**config.mk**
```make
export PLATFORM = sky130hd
export DESIGN_NAME = sasp_top
export DESIGN_NICKNAME = d
export VERILOG_FILES = /design/src/sasp_pkg.sv /design/src/sasp_skid.sv /design/src/sasp_top.sv
export VERILOG_INCLUDE_DIRS = /design/src /design/src/src
export SDC_FILE = /design/constraint.sdc
export NUM_CORES = 2
export LEC_CHECK = 0
export ABC_AREA = 1
export BUFFER_PORTS_ARGS = -buffer_cell sky130_fd_sc_hd__buf_2
export CAP_MARGIN = 20
export CORE_MARGIN = 2
export CORE_UTILIZATION = 50
export DETAILED_ROUTE_END_ITERATION = 10
export PLACE_DENSITY = 0.66
export SLEW_MARGIN = 15
export SYNTH_ARGS = -nofsm -noshare
export SYNTH_HDL_FRONTEND = slang
export SYNTH_SLANG_ARGS = --single-unit
```
**constraint.sdc**
```tcl
create_clock -name clk_i -period 165 [get_ports clk_i]
set_input_delay 33 -clock clk_i [delete_from_list [all_inputs] [get_ports clk_i]]
set_output_delay 33 -clock clk_i [all_outputs]
set_load 0.01 [all_outputs]
```
**src/sasp_params.svh**
```systemverilog
// Timing, default and field constants for the soft asynchronous serial port.
`ifndef SASP_PARAMS_SVH
`define SASP_PARAMS_SVH
`define SASP_CLK_HZ          125000000
`define SASP_DEF_BAUD        16'h2580
`define SASP_DEF_TIMEOUT_MS  16'h2710
`define SASP_DEF_PACE_US     16'h0000
`define SASP_DEF_WIDTH       4'h8
`define SASP_DEF_INVERT      1'b1
`define SASP_MIN_WIDTH       4'h4
`define SASP_MAX_WIDTH       4'h9
`define SASP_US_NS           1000
`define SASP_CYC_NS          8
`define SASP_US_CYCLES       (`SASP_US_NS / `SASP_CYC_NS)
`define SASP_MS_US           1000
`endif

```
**src/sasp_pkg.sv**
```systemverilog
// Types shared by the soft asynchronous serial port.
package sasp_pkg;
    typedef struct packed {
        logic [7:0] data;
        logic       parity_err;
    } sasp_rx_word_t;

    typedef struct packed {
        logic        tx_invert;
        logic        rx_invert;
        logic [15:0] baud;
        logic [15:0] pace_us;
        logic [15:0] timeout_ms;
        logic [3:0]  width;
        logic        parity_en;
    } sasp_cfg_t;
endpackage

```
**src/sasp_skid.sv**
```systemverilog
// Two-entry buffer with valid and ready on both sides.
`timescale 1ns/1ps
`default_nettype none
module sasp_skid (
    input  wire logic                   clk_i,
    input  wire logic                   reset_i,
    input  wire logic                   in_valid_i,
    output logic                        in_ready_o,
    input  wire sasp_pkg::sasp_rx_word_t in_data_i,
    output logic                        out_valid_o,
    input  wire logic                   out_ready_i,
    output var sasp_pkg::sasp_rx_word_t out_data_o
);
    import sasp_pkg::*;

    sasp_rx_word_t mem_q [2];
    logic          wr_q;
    logic          rd_q;
    logic [1:0]    cnt_q;
    logic          push;
    logic          pop;

    assign push        = in_valid_i && (cnt_q != 2'h2);
    assign pop         = (cnt_q != 2'h0) && out_ready_i;
    assign in_ready_o  = (cnt_q != 2'h2);
    assign out_valid_o = (cnt_q != 2'h0);
    assign out_data_o  = mem_q[rd_q];

    always_ff @(posedge clk_i) begin
        if (push) begin
            mem_q[wr_q] <= in_data_i;
        end
    end

    always_ff @(posedge clk_i) begin
        if (reset_i) begin
            wr_q  <= 1'b0;
            rd_q  <= 1'b0;
            cnt_q <= 2'h0;
        end else begin
            if (push) begin
                wr_q <= ~wr_q;
            end
            if (pop) begin
                rd_q <= ~rd_q;
            end
            cnt_q <= cnt_q + {1'b0, push} - {1'b0, pop};
        end
    end
endmodule
`default_nettype wire

```
**src/sasp_top.sv**
```systemverilog
// Soft asynchronous serial port: transmitter and receiver.
// Overview of operation
// The transmit line is inverted when tx_invert is 1 and true when 0.
// The receive line has its own polarity setting, 1 inverted, 0 true.
// Both directions share one bit rate, 9600 baud when set to zero.
// An optional gap in microseconds follows each sent character.
// The receiver reports a timeout if no start bit comes in time.
// A zero timeout makes the receiver wait for a start bit forever.
// The width setting spans 4 to 9 bits and parity is off by default; with parity off the code treats a width of 9 as 8.
// With parity on, one of the width bits carries parity, except at width 4, where parity follows 4 data bits.
// With parity on, a width of 9 carries 8 data bits plus parity.
// The transmitter sends even parity over data and parity bit.
// The receiver checks even parity and flags a mismatch.
// A frame is start, data LSB first, optional parity, one stop bit.
`timescale 1ns/1ps
`default_nettype none
`include "sasp_params.svh"
module sasp_top (
    input  wire logic                clk_i,
    input  wire logic                reset_i,
    input  wire sasp_pkg::sasp_cfg_t cfg_i,
    input  wire logic                tx_valid_i,
    input  wire logic [7:0]          tx_data_i,
    output logic                     tx_ready_o,
    output logic                     tx_line_o,
    input  wire logic                rx_line_i,
    input  wire logic                rx_enable_i,
    output logic                     rx_valid_o,
    output logic [7:0]               rx_data_o,
    output logic                     rx_parity_err_o,
    input  wire logic                rx_ready_i,
    output logic                     rx_timeout_o
);
    import sasp_pkg::*;

    typedef enum {SASP_TX_IDLE, SASP_TX_SHIFT, SASP_TX_PACE} sasp_tx_st_t;
    typedef enum {SASP_RX_IDLE, SASP_RX_WAIT, SASP_RX_SHIFT,
                  SASP_RX_PUSH} sasp_rx_st_t;

    // Cycles per bit; a zero rate falls back to the default rate.
    function automatic logic [31:0] bit_cycles(input logic [15:0] baud);
        logic [15:0] b;
        b = (baud == 16'h0000) ? `SASP_DEF_BAUD : baud;
        bit_cycles = 32'(`SASP_CLK_HZ / b);
    endfunction

    // Data bits in a frame for the given width and parity setting.
    function automatic logic [3:0] data_bits(input logic [3:0] w,
                                             input logic       p);
        logic [3:0] c;
        c = (w < `SASP_MIN_WIDTH) ? `SASP_MIN_WIDTH :
            (w > `SASP_MAX_WIDTH) ? `SASP_MAX_WIDTH : w;
        if (!p && c == `SASP_MAX_WIDTH) begin
            c = `SASP_DEF_WIDTH;
        end
        data_bits = p ? c - 4'h1 : c;
        if (p && c == `SASP_MIN_WIDTH) begin
            data_bits = `SASP_MIN_WIDTH;
        end
    endfunction

    function automatic logic even_par(input logic [7:0] d,
                                      input logic [3:0] n);
        logic r;
        r = 1'b0;
        for (int i = 0; i < 8; i++) begin
            if (4'(i) < n) begin
                r = r ^ d[i];
            end
        end
        even_par = r;
    endfunction

    logic [31:0] bit_len;
    logic [3:0]  ndata;
    logic [3:0]  nframe;
    logic [3:0]  rx_pos;
    logic        tx_par;
    assign bit_len = bit_cycles(cfg_i.baud);
    assign ndata   = data_bits(cfg_i.width,
                               cfg_i.parity_en);
    assign nframe  = ndata + 4'(cfg_i.parity_en);
    // Received character bits end at the top of the shift register.
    assign rx_pos  = 4'h9 - nframe;
    assign tx_par  = cfg_i.parity_en ? even_par(tx_data_i, ndata)
                                     : 1'b1;

    // Transmitter.
    sasp_tx_st_t tx_st_q;
    logic [10:0] tx_sh_q;
    logic [3:0]  tx_left_q;
    logic [31:0] tx_cnt_q;
    logic [15:0] tx_us_q;
    logic [31:0] tx_sub_q;

    always_ff @(posedge clk_i) begin
        if (reset_i) begin
            tx_st_q    <= SASP_TX_IDLE;
            tx_sh_q    <= '1;
            tx_left_q  <= 4'h0;
            tx_cnt_q   <= 32'h0;
            tx_us_q    <= 16'h0;
            tx_sub_q   <= 32'h0;
            tx_ready_o <= 1'b0;
        end else begin
            tx_ready_o <= 1'b0;
            case (tx_st_q)
                SASP_TX_IDLE: begin
                    tx_ready_o <= 1'b1;
                    if (tx_valid_i && tx_ready_o) begin
                        tx_ready_o <= 1'b0;
                        // Stop, parity, data LSB first, start.
                        tx_sh_q <= (11'h7FF << (nframe + 4'h1))
                                 | (11'(tx_par) << (ndata + 4'h1))
                                 | (11'(tx_data_i & ~(8'hFF << ndata)) << 1);
                        tx_left_q <= nframe + 4'h2;
                        tx_cnt_q  <= bit_len;
                        tx_st_q   <= SASP_TX_SHIFT;
                    end
                end
                SASP_TX_SHIFT: begin
                    if (tx_cnt_q <= 32'h1) begin
                        tx_cnt_q  <= bit_len;
                        tx_sh_q   <= {1'b1, tx_sh_q[10:1]};
                        tx_left_q <= tx_left_q - 4'h1;
                        if (tx_left_q == 4'h1) begin
                            tx_us_q  <= cfg_i.pace_us;
                            tx_sub_q <= `SASP_US_CYCLES;
                            tx_st_q  <= SASP_TX_PACE;
                        end
                    end else begin
                        tx_cnt_q <= tx_cnt_q - 32'h1;
                    end
                end
                SASP_TX_PACE: begin
                    if (tx_us_q == 16'h0) begin
                        tx_st_q <= SASP_TX_IDLE;
                    end else if (tx_sub_q <= 32'h1) begin
                        tx_sub_q <= `SASP_US_CYCLES;
                        tx_us_q  <= tx_us_q - 16'h1;
                    end else begin
                        tx_sub_q <= tx_sub_q - 32'h1;
                    end
                end
                default: tx_st_q <= SASP_TX_IDLE;
            endcase
        end
    end

    always_ff @(posedge clk_i) begin
        if (reset_i) begin
            tx_line_o <= 1'b0;
        end else begin
            tx_line_o <= (tx_st_q == SASP_TX_SHIFT ? tx_sh_q[0] : 1'b1)
                         ^ cfg_i.tx_invert;
        end
    end

    // Receiver.
    sasp_rx_st_t   rx_st_q;
    logic          rx_bit;
    logic [31:0]   rx_cnt_q;
    logic [3:0]    rx_left_q;
    logic [8:0]    rx_sh_q;
    logic [15:0]   rx_ms_q;
    logic [31:0]   rx_sub_q;
    logic          push_valid_q;
    logic          push_ready;
    sasp_rx_word_t push_word_q;
    logic          out_valid;
    sasp_rx_word_t out_word;

    assign rx_bit = rx_line_i ^ cfg_i.rx_invert;

    always_ff @(posedge clk_i) begin
        if (reset_i) begin
            rx_st_q      <= SASP_RX_IDLE;
            rx_cnt_q     <= 32'h0;
            rx_left_q    <= 4'h0;
            rx_sh_q      <= 9'h0;
            rx_ms_q      <= 16'h0;
            rx_sub_q     <= 32'h0;
            rx_timeout_o <= 1'b0;
            push_valid_q <= 1'b0;
            push_word_q  <= '0;
        end else begin
            rx_timeout_o <= 1'b0;
            case (rx_st_q)
                SASP_RX_IDLE: begin
                    if (rx_enable_i) begin
                        rx_ms_q  <= cfg_i.timeout_ms;
                        rx_sub_q <= `SASP_US_CYCLES * `SASP_MS_US;
                        rx_st_q  <= SASP_RX_WAIT;
                    end
                end
                SASP_RX_WAIT: begin
                    if (!rx_bit) begin
                        // Sample start bit mid-cell, then each data and parity bit mid-cell; the stop bit is not sampled.
                        rx_cnt_q  <= bit_len >> 1;
                        rx_left_q <= nframe + 4'h2;
                        rx_st_q   <= SASP_RX_SHIFT;
                    end else if (cfg_i.timeout_ms != 16'h0) begin
                        if (rx_sub_q <= 32'h1) begin
                            rx_sub_q <= `SASP_US_CYCLES * `SASP_MS_US;
                            rx_ms_q  <= rx_ms_q - 16'h1;
                            if (rx_ms_q <= 16'h1) begin
                                rx_timeout_o <= 1'b1;
                                rx_st_q      <= SASP_RX_IDLE;
                            end
                        end else begin
                            rx_sub_q <= rx_sub_q - 32'h1;
                        end
                    end
                end
                SASP_RX_SHIFT: begin
                    if (rx_cnt_q <= 32'h1) begin
                        rx_cnt_q  <= bit_len;
                        rx_left_q <= rx_left_q - 4'h1;
                        if (rx_left_q == 4'h1) begin
                            rx_st_q <= SASP_RX_PUSH;
                        end else begin
                            rx_sh_q <= {rx_bit, rx_sh_q[8:1]};
                        end
                    end else begin
                        rx_cnt_q <= rx_cnt_q - 32'h1;
                    end
                end
                SASP_RX_PUSH: begin
                    // Shifted word sits at the top of the register.
                    if (!push_valid_q || push_ready) begin
                        push_valid_q <= 1'b1;
                        push_word_q.data <= 8'((rx_sh_q >> rx_pos)
                            & ~(9'h1FF << ndata));
                        push_word_q.parity_err <= cfg_i.parity_en &&
                            (even_par(8'(rx_sh_q >> rx_pos), ndata)
                             != rx_sh_q[8]);
                        rx_st_q <= SASP_RX_IDLE;
                    end
                end
                default: rx_st_q <= SASP_RX_IDLE;
            endcase
            if (push_valid_q && push_ready && rx_st_q != SASP_RX_PUSH) begin
                push_valid_q <= 1'b0;
            end
        end
    end

    sasp_skid u_buf (
        .clk_i       (clk_i),
        .reset_i     (reset_i),
        .in_valid_i  (push_valid_q),
        .in_ready_o  (push_ready),
        .in_data_i   (push_word_q),
        .out_valid_o (out_valid),
        .out_ready_i (rx_ready_i && !rx_valid_o),
        .out_data_o  (out_word)
    );

    always_ff @(posedge clk_i) begin
        if (reset_i) begin
            rx_valid_o      <= 1'b0;
            rx_data_o       <= 8'h00;
            rx_parity_err_o <= 1'b0;
        end else if (rx_valid_o) begin
            rx_valid_o <= 1'b0;
        end else if (out_valid && rx_ready_i) begin
            rx_valid_o      <= 1'b1;
            rx_data_o       <= out_word.data;
            rx_parity_err_o <= out_word.parity_err;
        end
    end
endmodule
`default_nettype wire

```
# Yosys cells after proc, flatten, opt, wreduce, memory -nomap -nowiden
# Memories as Yosys holds them, arrays and structs flattened. A register that Yosys moved wholly into a read port is not among the register bits.
# Index checks and enable logic that the tools add are counted.
# totals
register_bits,270
latchBits,0
ram_bits,18
mem_bits_ro,0
input_bits,69
out_inout_bits,13
n_memories,1
# classes
addsub,16
multipliers,0
n_div,1
magnitude_cmp,15
eq_ne,30
shift,5
muxes,102
n_bitwise,31
n_reduce_logical,40
# memory_table
name,words,word_bits,read_ports,rd_clocked_by_memory_dff,write_ports,line,text
u_buf.mem_q,2,9,1,1,1,sasp_skid.sv:16,sasp_rx_word_t mem_q [2];
# ops
cell,n
2-to-1 mux 32 bit,24
one-hot mux 32 bit (2 select lines),4
2-to-1 mux 16 bit,9
== test 32 x 2 -> 1 bit (second input constant),4
less-or-equal comparator 32 x 1 -> 1 bit (second input constant),4
one-hot mux 32 bit (4 select lines),1
subtractor 32 x 1 -> 32 bit (second input constant),4
one-hot mux 32 bit (3 select lines),1
== test 32 x 1 -> 1 bit (second input constant),2
logical NOT 32 bit,2
one-hot mux 16 bit (2 select lines),2
2-to-1 mux 1 bit,47
2-to-1 mux 4 bit,9
divider 27 x 16 -> 32 bit (first input constant),1
logical NOT 16 bit,2
!= test 32 x 3 -> 1 bit (second input constant),1
subtractor 16 x 1 -> 16 bit (second input constant),2
!= test 2 bit (second input constant),15
2-to-1 mux 11 bit,2
bitwise OR 11 bit,2
one-hot mux 11 bit (2 select lines),1
less-or-equal comparator 16 x 1 -> 1 bit (second input constant),1
< comparator 3 x 4 -> 1 bit (first input constant),4
one-hot mux 4 bit (2 select lines),2
other kinds (39),94

# Logic depth before layout (Yosys ltp)
# depth
word_depth,53
mapped_depth,557
ltp_nobuf,505

# Hierarchy
# Synthesis repeated with hierarchy kept, for this count alone.
# unflattened
hier_cells,6074
hier_area_um2,37344.6
# modules_own_cells
module,instances,cells_per_inst,area_each_um2
sasp_top,1,6009,36393.7
sasp_skid,1,65,950.9

# Worst setup path before layout
# Ideal clock, no wire load.
# synth_timing
kind,in2reg
start,in cfg_i[48] (netlist bit)
end,reg tx_cnt_q[0]
setup_time_ns,0.114
t_arrival_ns,101.461
required_time_ns,164.886
slack_ns,63.425
stages,530
n_path_buf,56
cell_sequence,inv_1 > nand3_4 > nor2_4 > nand3_2 > a21oi_1 > inv_1 > nor2_1 > ha_1 > o21ai_2 > a21oi_1 > inv_1 > nor2_1 > nand2_1 > nand2_1 > ha_1 > o21a_1 > o21ai_0 > nand2_1 > [... 494 more ...] > a31oi_1 > nand2_4 > nor2_8 > nand3_4 > nor2_4 > nand2_4 > buf_6 > buf_8 > nor2_1 > a21oi_1 > ha_1 > a21oi_1 > nor2_1 > a211oi_1 > o221a_2 > nand3_2 > o21bai_1 > inv_1
# synth_via
elab_chain_len,5
elab_cells_between_ends,6
cone_classes,div (1); mux (4); reduce/logical (1)
# synth_lines
item,line,text
start: declaration,sasp_top.sv:21,"input wire sasp_pkg::sasp_cfg_t cfg_i,"
logical NOT 16 bit,sasp_top.sv:43,b = (baud == 16'h0000) ? `SASP_DEF_BAUD : baud;
2-to-1 mux 16 bit *,sasp_top.sv:43,
divider 27 x 16 -> 32 bit (no line) *,--,
"2-to-1 mux 32 bit, on equally long branches","sasp_top.sv:122, sasp_top.sv:110",
one-hot mux 32 bit (2 select lines) *,sasp_top.sv:107,case (tx_st_q)
end signal: assignment,sasp_top.sv:117,tx_cnt_q <= bit_len;
end signal: assignment,sasp_top.sv:123,tx_cnt_q <= bit_len;
end signal: assignment,sasp_top.sv:132,tx_cnt_q <= tx_cnt_q - 32'h1;
end: declaration,sasp_top.sv:92,logic [31:0] tx_cnt_q;
# Mark *: on every way between the ends. The rest lies on a longest branch, timed or not. The select of a mux whose other input is x is not followed.
# A chain may end at the register's enable or synchronous reset.

# Worst setup path after layout
# layout_timing
start,in cfg_i[37] (netlist bit)
end,reg tx_cnt_q[0]
# The elaborated chain is that of the path after synthesis.

==> key figures <==
Clock network
  – Total CTS buffers: 28
  – Clock Sinks: 237
  – Post CTS Setup Buffer Count: 0
  – CTS tree: yes
  – # hold bufs at CTS: 0
  – Post-CTS Resized: 0
  – Clock Tree Root: clkbuf_16
  – Clk pin slew, worst setup/hold paths: 0.08 ns
  – Number of H-tree levels: 1
  – Clock Latency Late Sink: 0.58 ns
  – Clock Path Buffers: 3

Floorplan
  – Die height: 279 um
  – Initial Util: 0.505
  – Core Region: 0.0746 mm2
  – DIE AREA: 0.0776 mm2
  – Row count: 100
  – Chip width: 279 um
  – # IOs: 82

Synth
  – EDFF count, synth: 18
  – Yosys top cell area share: 0.132
  – Sequential fraction of the synthesis area: 0.131
  – Leading area contributor after synthesis: nand2_1
  – Avg Cell Area, Syn: 6.17 um2
  – Syn nets: 6571
  – Mapped Cells: 6113
  – Top_reg_cell synth: dfxtp_1
  – Area contributors post-synth: nand2_1 (13%), ha_1 (13%), dfxtp_1 (12%), inv_1 (7.6%), a21oi_1 (6.9%)
  – Netlist cell types: 73
  – #FFs+latches synth: 237
  – Ys async rst share: 0
  – Synthesized area: 0.0377 mm2
  – Synth warnings: 0

Global route
  – Initial antenna violation count: 0
  – Pin count of the biggest net entering global routing: 78
  – Grt total ovfl: 0
  – First-pass GRT wire length: 174000 um
  – Vias in the first global route: 35400
  – GRT Overall Usage: 0.264

Finish
  – Fillers: 7776
  – N_diodes: 0
  – Nets: 6559
  – P&R area growth vs syn: 5.17%
  – Ratio of cells with drive above 1 in the final layout: 0.0830
  – Final core utilization: 0.532

Setup path
  – Crit Path Category: in -> reg
  – Worst path max stage delay: 0.60 ns
  – CP dominant cell by count: nand2_1
  – Crit end category: flip-flop
  – Req. time, crit path: 165.48 ns
  – CP delay by family, top: compound AO/OA/AOI/OAI gates
  – Crit path from: cfg_i[37]
  – CP max stage cell: inv_1
  – CP Max Fanout: 42
  – Worst R2R Start: tx_st_q[0]$_SDFFE_PP0P_
  – WP depth: 482
  – R2r worst-path depth: 12
  – CP bufs+invs: 50
  – Crit start category: primary input
  – Worst EP arrival: 108.65 ns

STA
  – Worst hold margin: 0.464 ns
  – Worst Tran Pin Value: 0.967 ns
  – Tcrit/Tclk final: 0.656
  – Final Hold Fails: 0
  – Setup TNS Final: 0 ns
  – Post-layout min period: 108.17 ns
  – Slew Viols, Final: 0
  – Slew headroom: 0.355
  – RSZ-0062 raised after global routing: no
  – Worst-case clock skew: 0.0235 ns
  – Max Freq: 9.24 MHz
  – Final worst slack: 56.83 ns
  – Final setup vio count: 0

Worst hold path
  – WHS Path Cells: 0
  – Hold path startpoint: push_word_q[3]$_SDFFE_PP0P_
  – Worst hold-check path type: reg -> reg

Drt
  – Drt wl/cell: 14.8 um
  – First-iteration detailed-routing DRC count: 2714
  – Final WL: 105000 um
  – DR pass1 iterations: 5
  – Vias: 38700
  – DRC errors left: 0
  – Vias per cell: 5.45
  – Antenna Nets Post-Route: 0

Run
  – Max-Cap Viols: 0

Outcome
  – Outcome: finished clean

Placement
  – Gp weighted congestion: 0.924
  – Worst slack at placement: 56.36 ns
  – IO Port Bufs: 81
  – HPWL after DPL: 79900 um
## placed cells by master (no fill, tap or decap), types with 9 or more instances in the layout
cell type	count
clkbuf_16	29
clkinv_1	14
nand2_1	1327
ha_1	389
o221ai_1	15
nor2_1	566
nand3_4	10
nand4_1	107
o21ai_1	36
o21ai_2	20
o31ai_1	17
a221oi_1	28
nand3_1	322
inv_2	24
a21oi_1	516
buf_4	39
nor4_1	33
o21a_1	10
a21oi_2	13
o21bai_1	55
inv_1	763
dfxtp_1	219
nand3_2	50
xor2_1	243
a31oi_1	44
or2_2	33
o21ai_0	503
buf_2	80
nand2_4	27
nor2_2	35
nand2_2	81
nor3_1	63
a21o_1	17
a211oi_1	13
xnor2_1	181
o211ai_1	36
nor2_4	25
edfxtp_1	18
nand3b_1	15
o21bai_2	9
## Yosys cell counts (50+ instances only)
library cell / count
xnor2_1: 181
inv_1: 764
xor2_1: 243
nand3_1: 322
nor3_1: 63
nand3_2: 50
nor2_1: 576
nand2_1: 1327
nand2_2: 81
clkbuf_1: 112
o21ai_0: 503
nand4_1: 107
a21oi_1: 516
dfxtp_1: 219
o21bai_1: 55
ha_1: 389
## final cells by class
type,count,area (um2),area share
clock buffer,38,790,0.0199
clock inverter,13,125,0.00316
inverter,804,3030,0.0765
multi-input combinational,4911,28900,0.728
sequential,237,4920,0.124
tap,969,1210,0.0306
timing repair buffer,119,693,0.0175
## per-stage QoR
| step | area (um2) | cells |
|---|---|---|
| 2_1_floorplan | 37700 | 6113 |
| 3_3_place_gp | 38700 | 7039 |
| 3_5_place_dp | 38700 | 7039 |
| 4_1_cts | 39600 | 7090 |
| 5_1_grt | 39600 | 7091 |
| 6_report | 39600 | 7091 |
## kinds of logic (layout without fill, tap and decap cells)
logic type,count (synthesis),count (layout),synth area share
buffers and inverters,965,974,0.104
adder cells (fa/ha/maj),389,389,0.129
AND/OR/NAND/NOR,2731,2731,0.332
flip-flops,237,237,0.131
XOR/XNOR,424,424,0.0985
other,1,1,0.0000995
AO/OA/AOI/OAI,1366,1366,0.205
## worst reg2reg max path: cells and delay by family, from the launching register on
family                 cells  cell delay, ns
DFF                        1            0.35
AOI/OAI and AO/OA          3            0.34
buffers and inverters      4            1.44
and+or+nand+nor            5            2.53
## routing by layer
| metal | wire length, um | vias up | track usage |
|---|---|---|---|
| met5 | 0 | - | 0 |
| met4 | 2120 | 0 | 0.0573 |
| met3 | 4340 | 130 | 0.0176 |
| met2 | 47900 | 791 | 0.450 |
| met1 | 50500 | 17400 | 0.364 |
| li1 | - | 20400 | - |
## final timing paths
check	to	slack (ns)
max	tx_cnt_q[0]$_SDFFE_PP0P_	56.83
min	u_buf.mem_q[1][3]$_DFFE_PP_	0.46
max reg2reg	tx_sub_q[14]$_SDFFE_PP0P_	160.28
min reg2reg	u_buf.mem_q[1][3]$_DFFE_PP_	0.46
## flip-flops by register name (all words and copies together) (netlist names)
name / cells
u_buf.mem_q: 18
push_word_q: 9
tx_st_q: 2
rx_ms_q: 16
tx_left_q: 4
u_buf.rd_q: 1
tx_line_o: 1
tx_us_q: 16
rx_sh_q: 9
rx_cnt_q: 32
rx_parity_err_o: 1
tx_sh_q: 11
u_buf.cnt_q: 2
tx_ready_o: 1
rx_st_q: 2
rx_timeout_o: 1
tx_cnt_q: 32
push_valid_q: 1
rx_left_q: 4
rx_valid_o: 1
rx_sub_q: 32
rx_data_o: 8
tx_sub_q: 32
u_buf.wr_q: 1
Power is left out: the tool's default activity adds up to more than one toggle a clock period on the data nets, which glitch-free logic cannot reach.
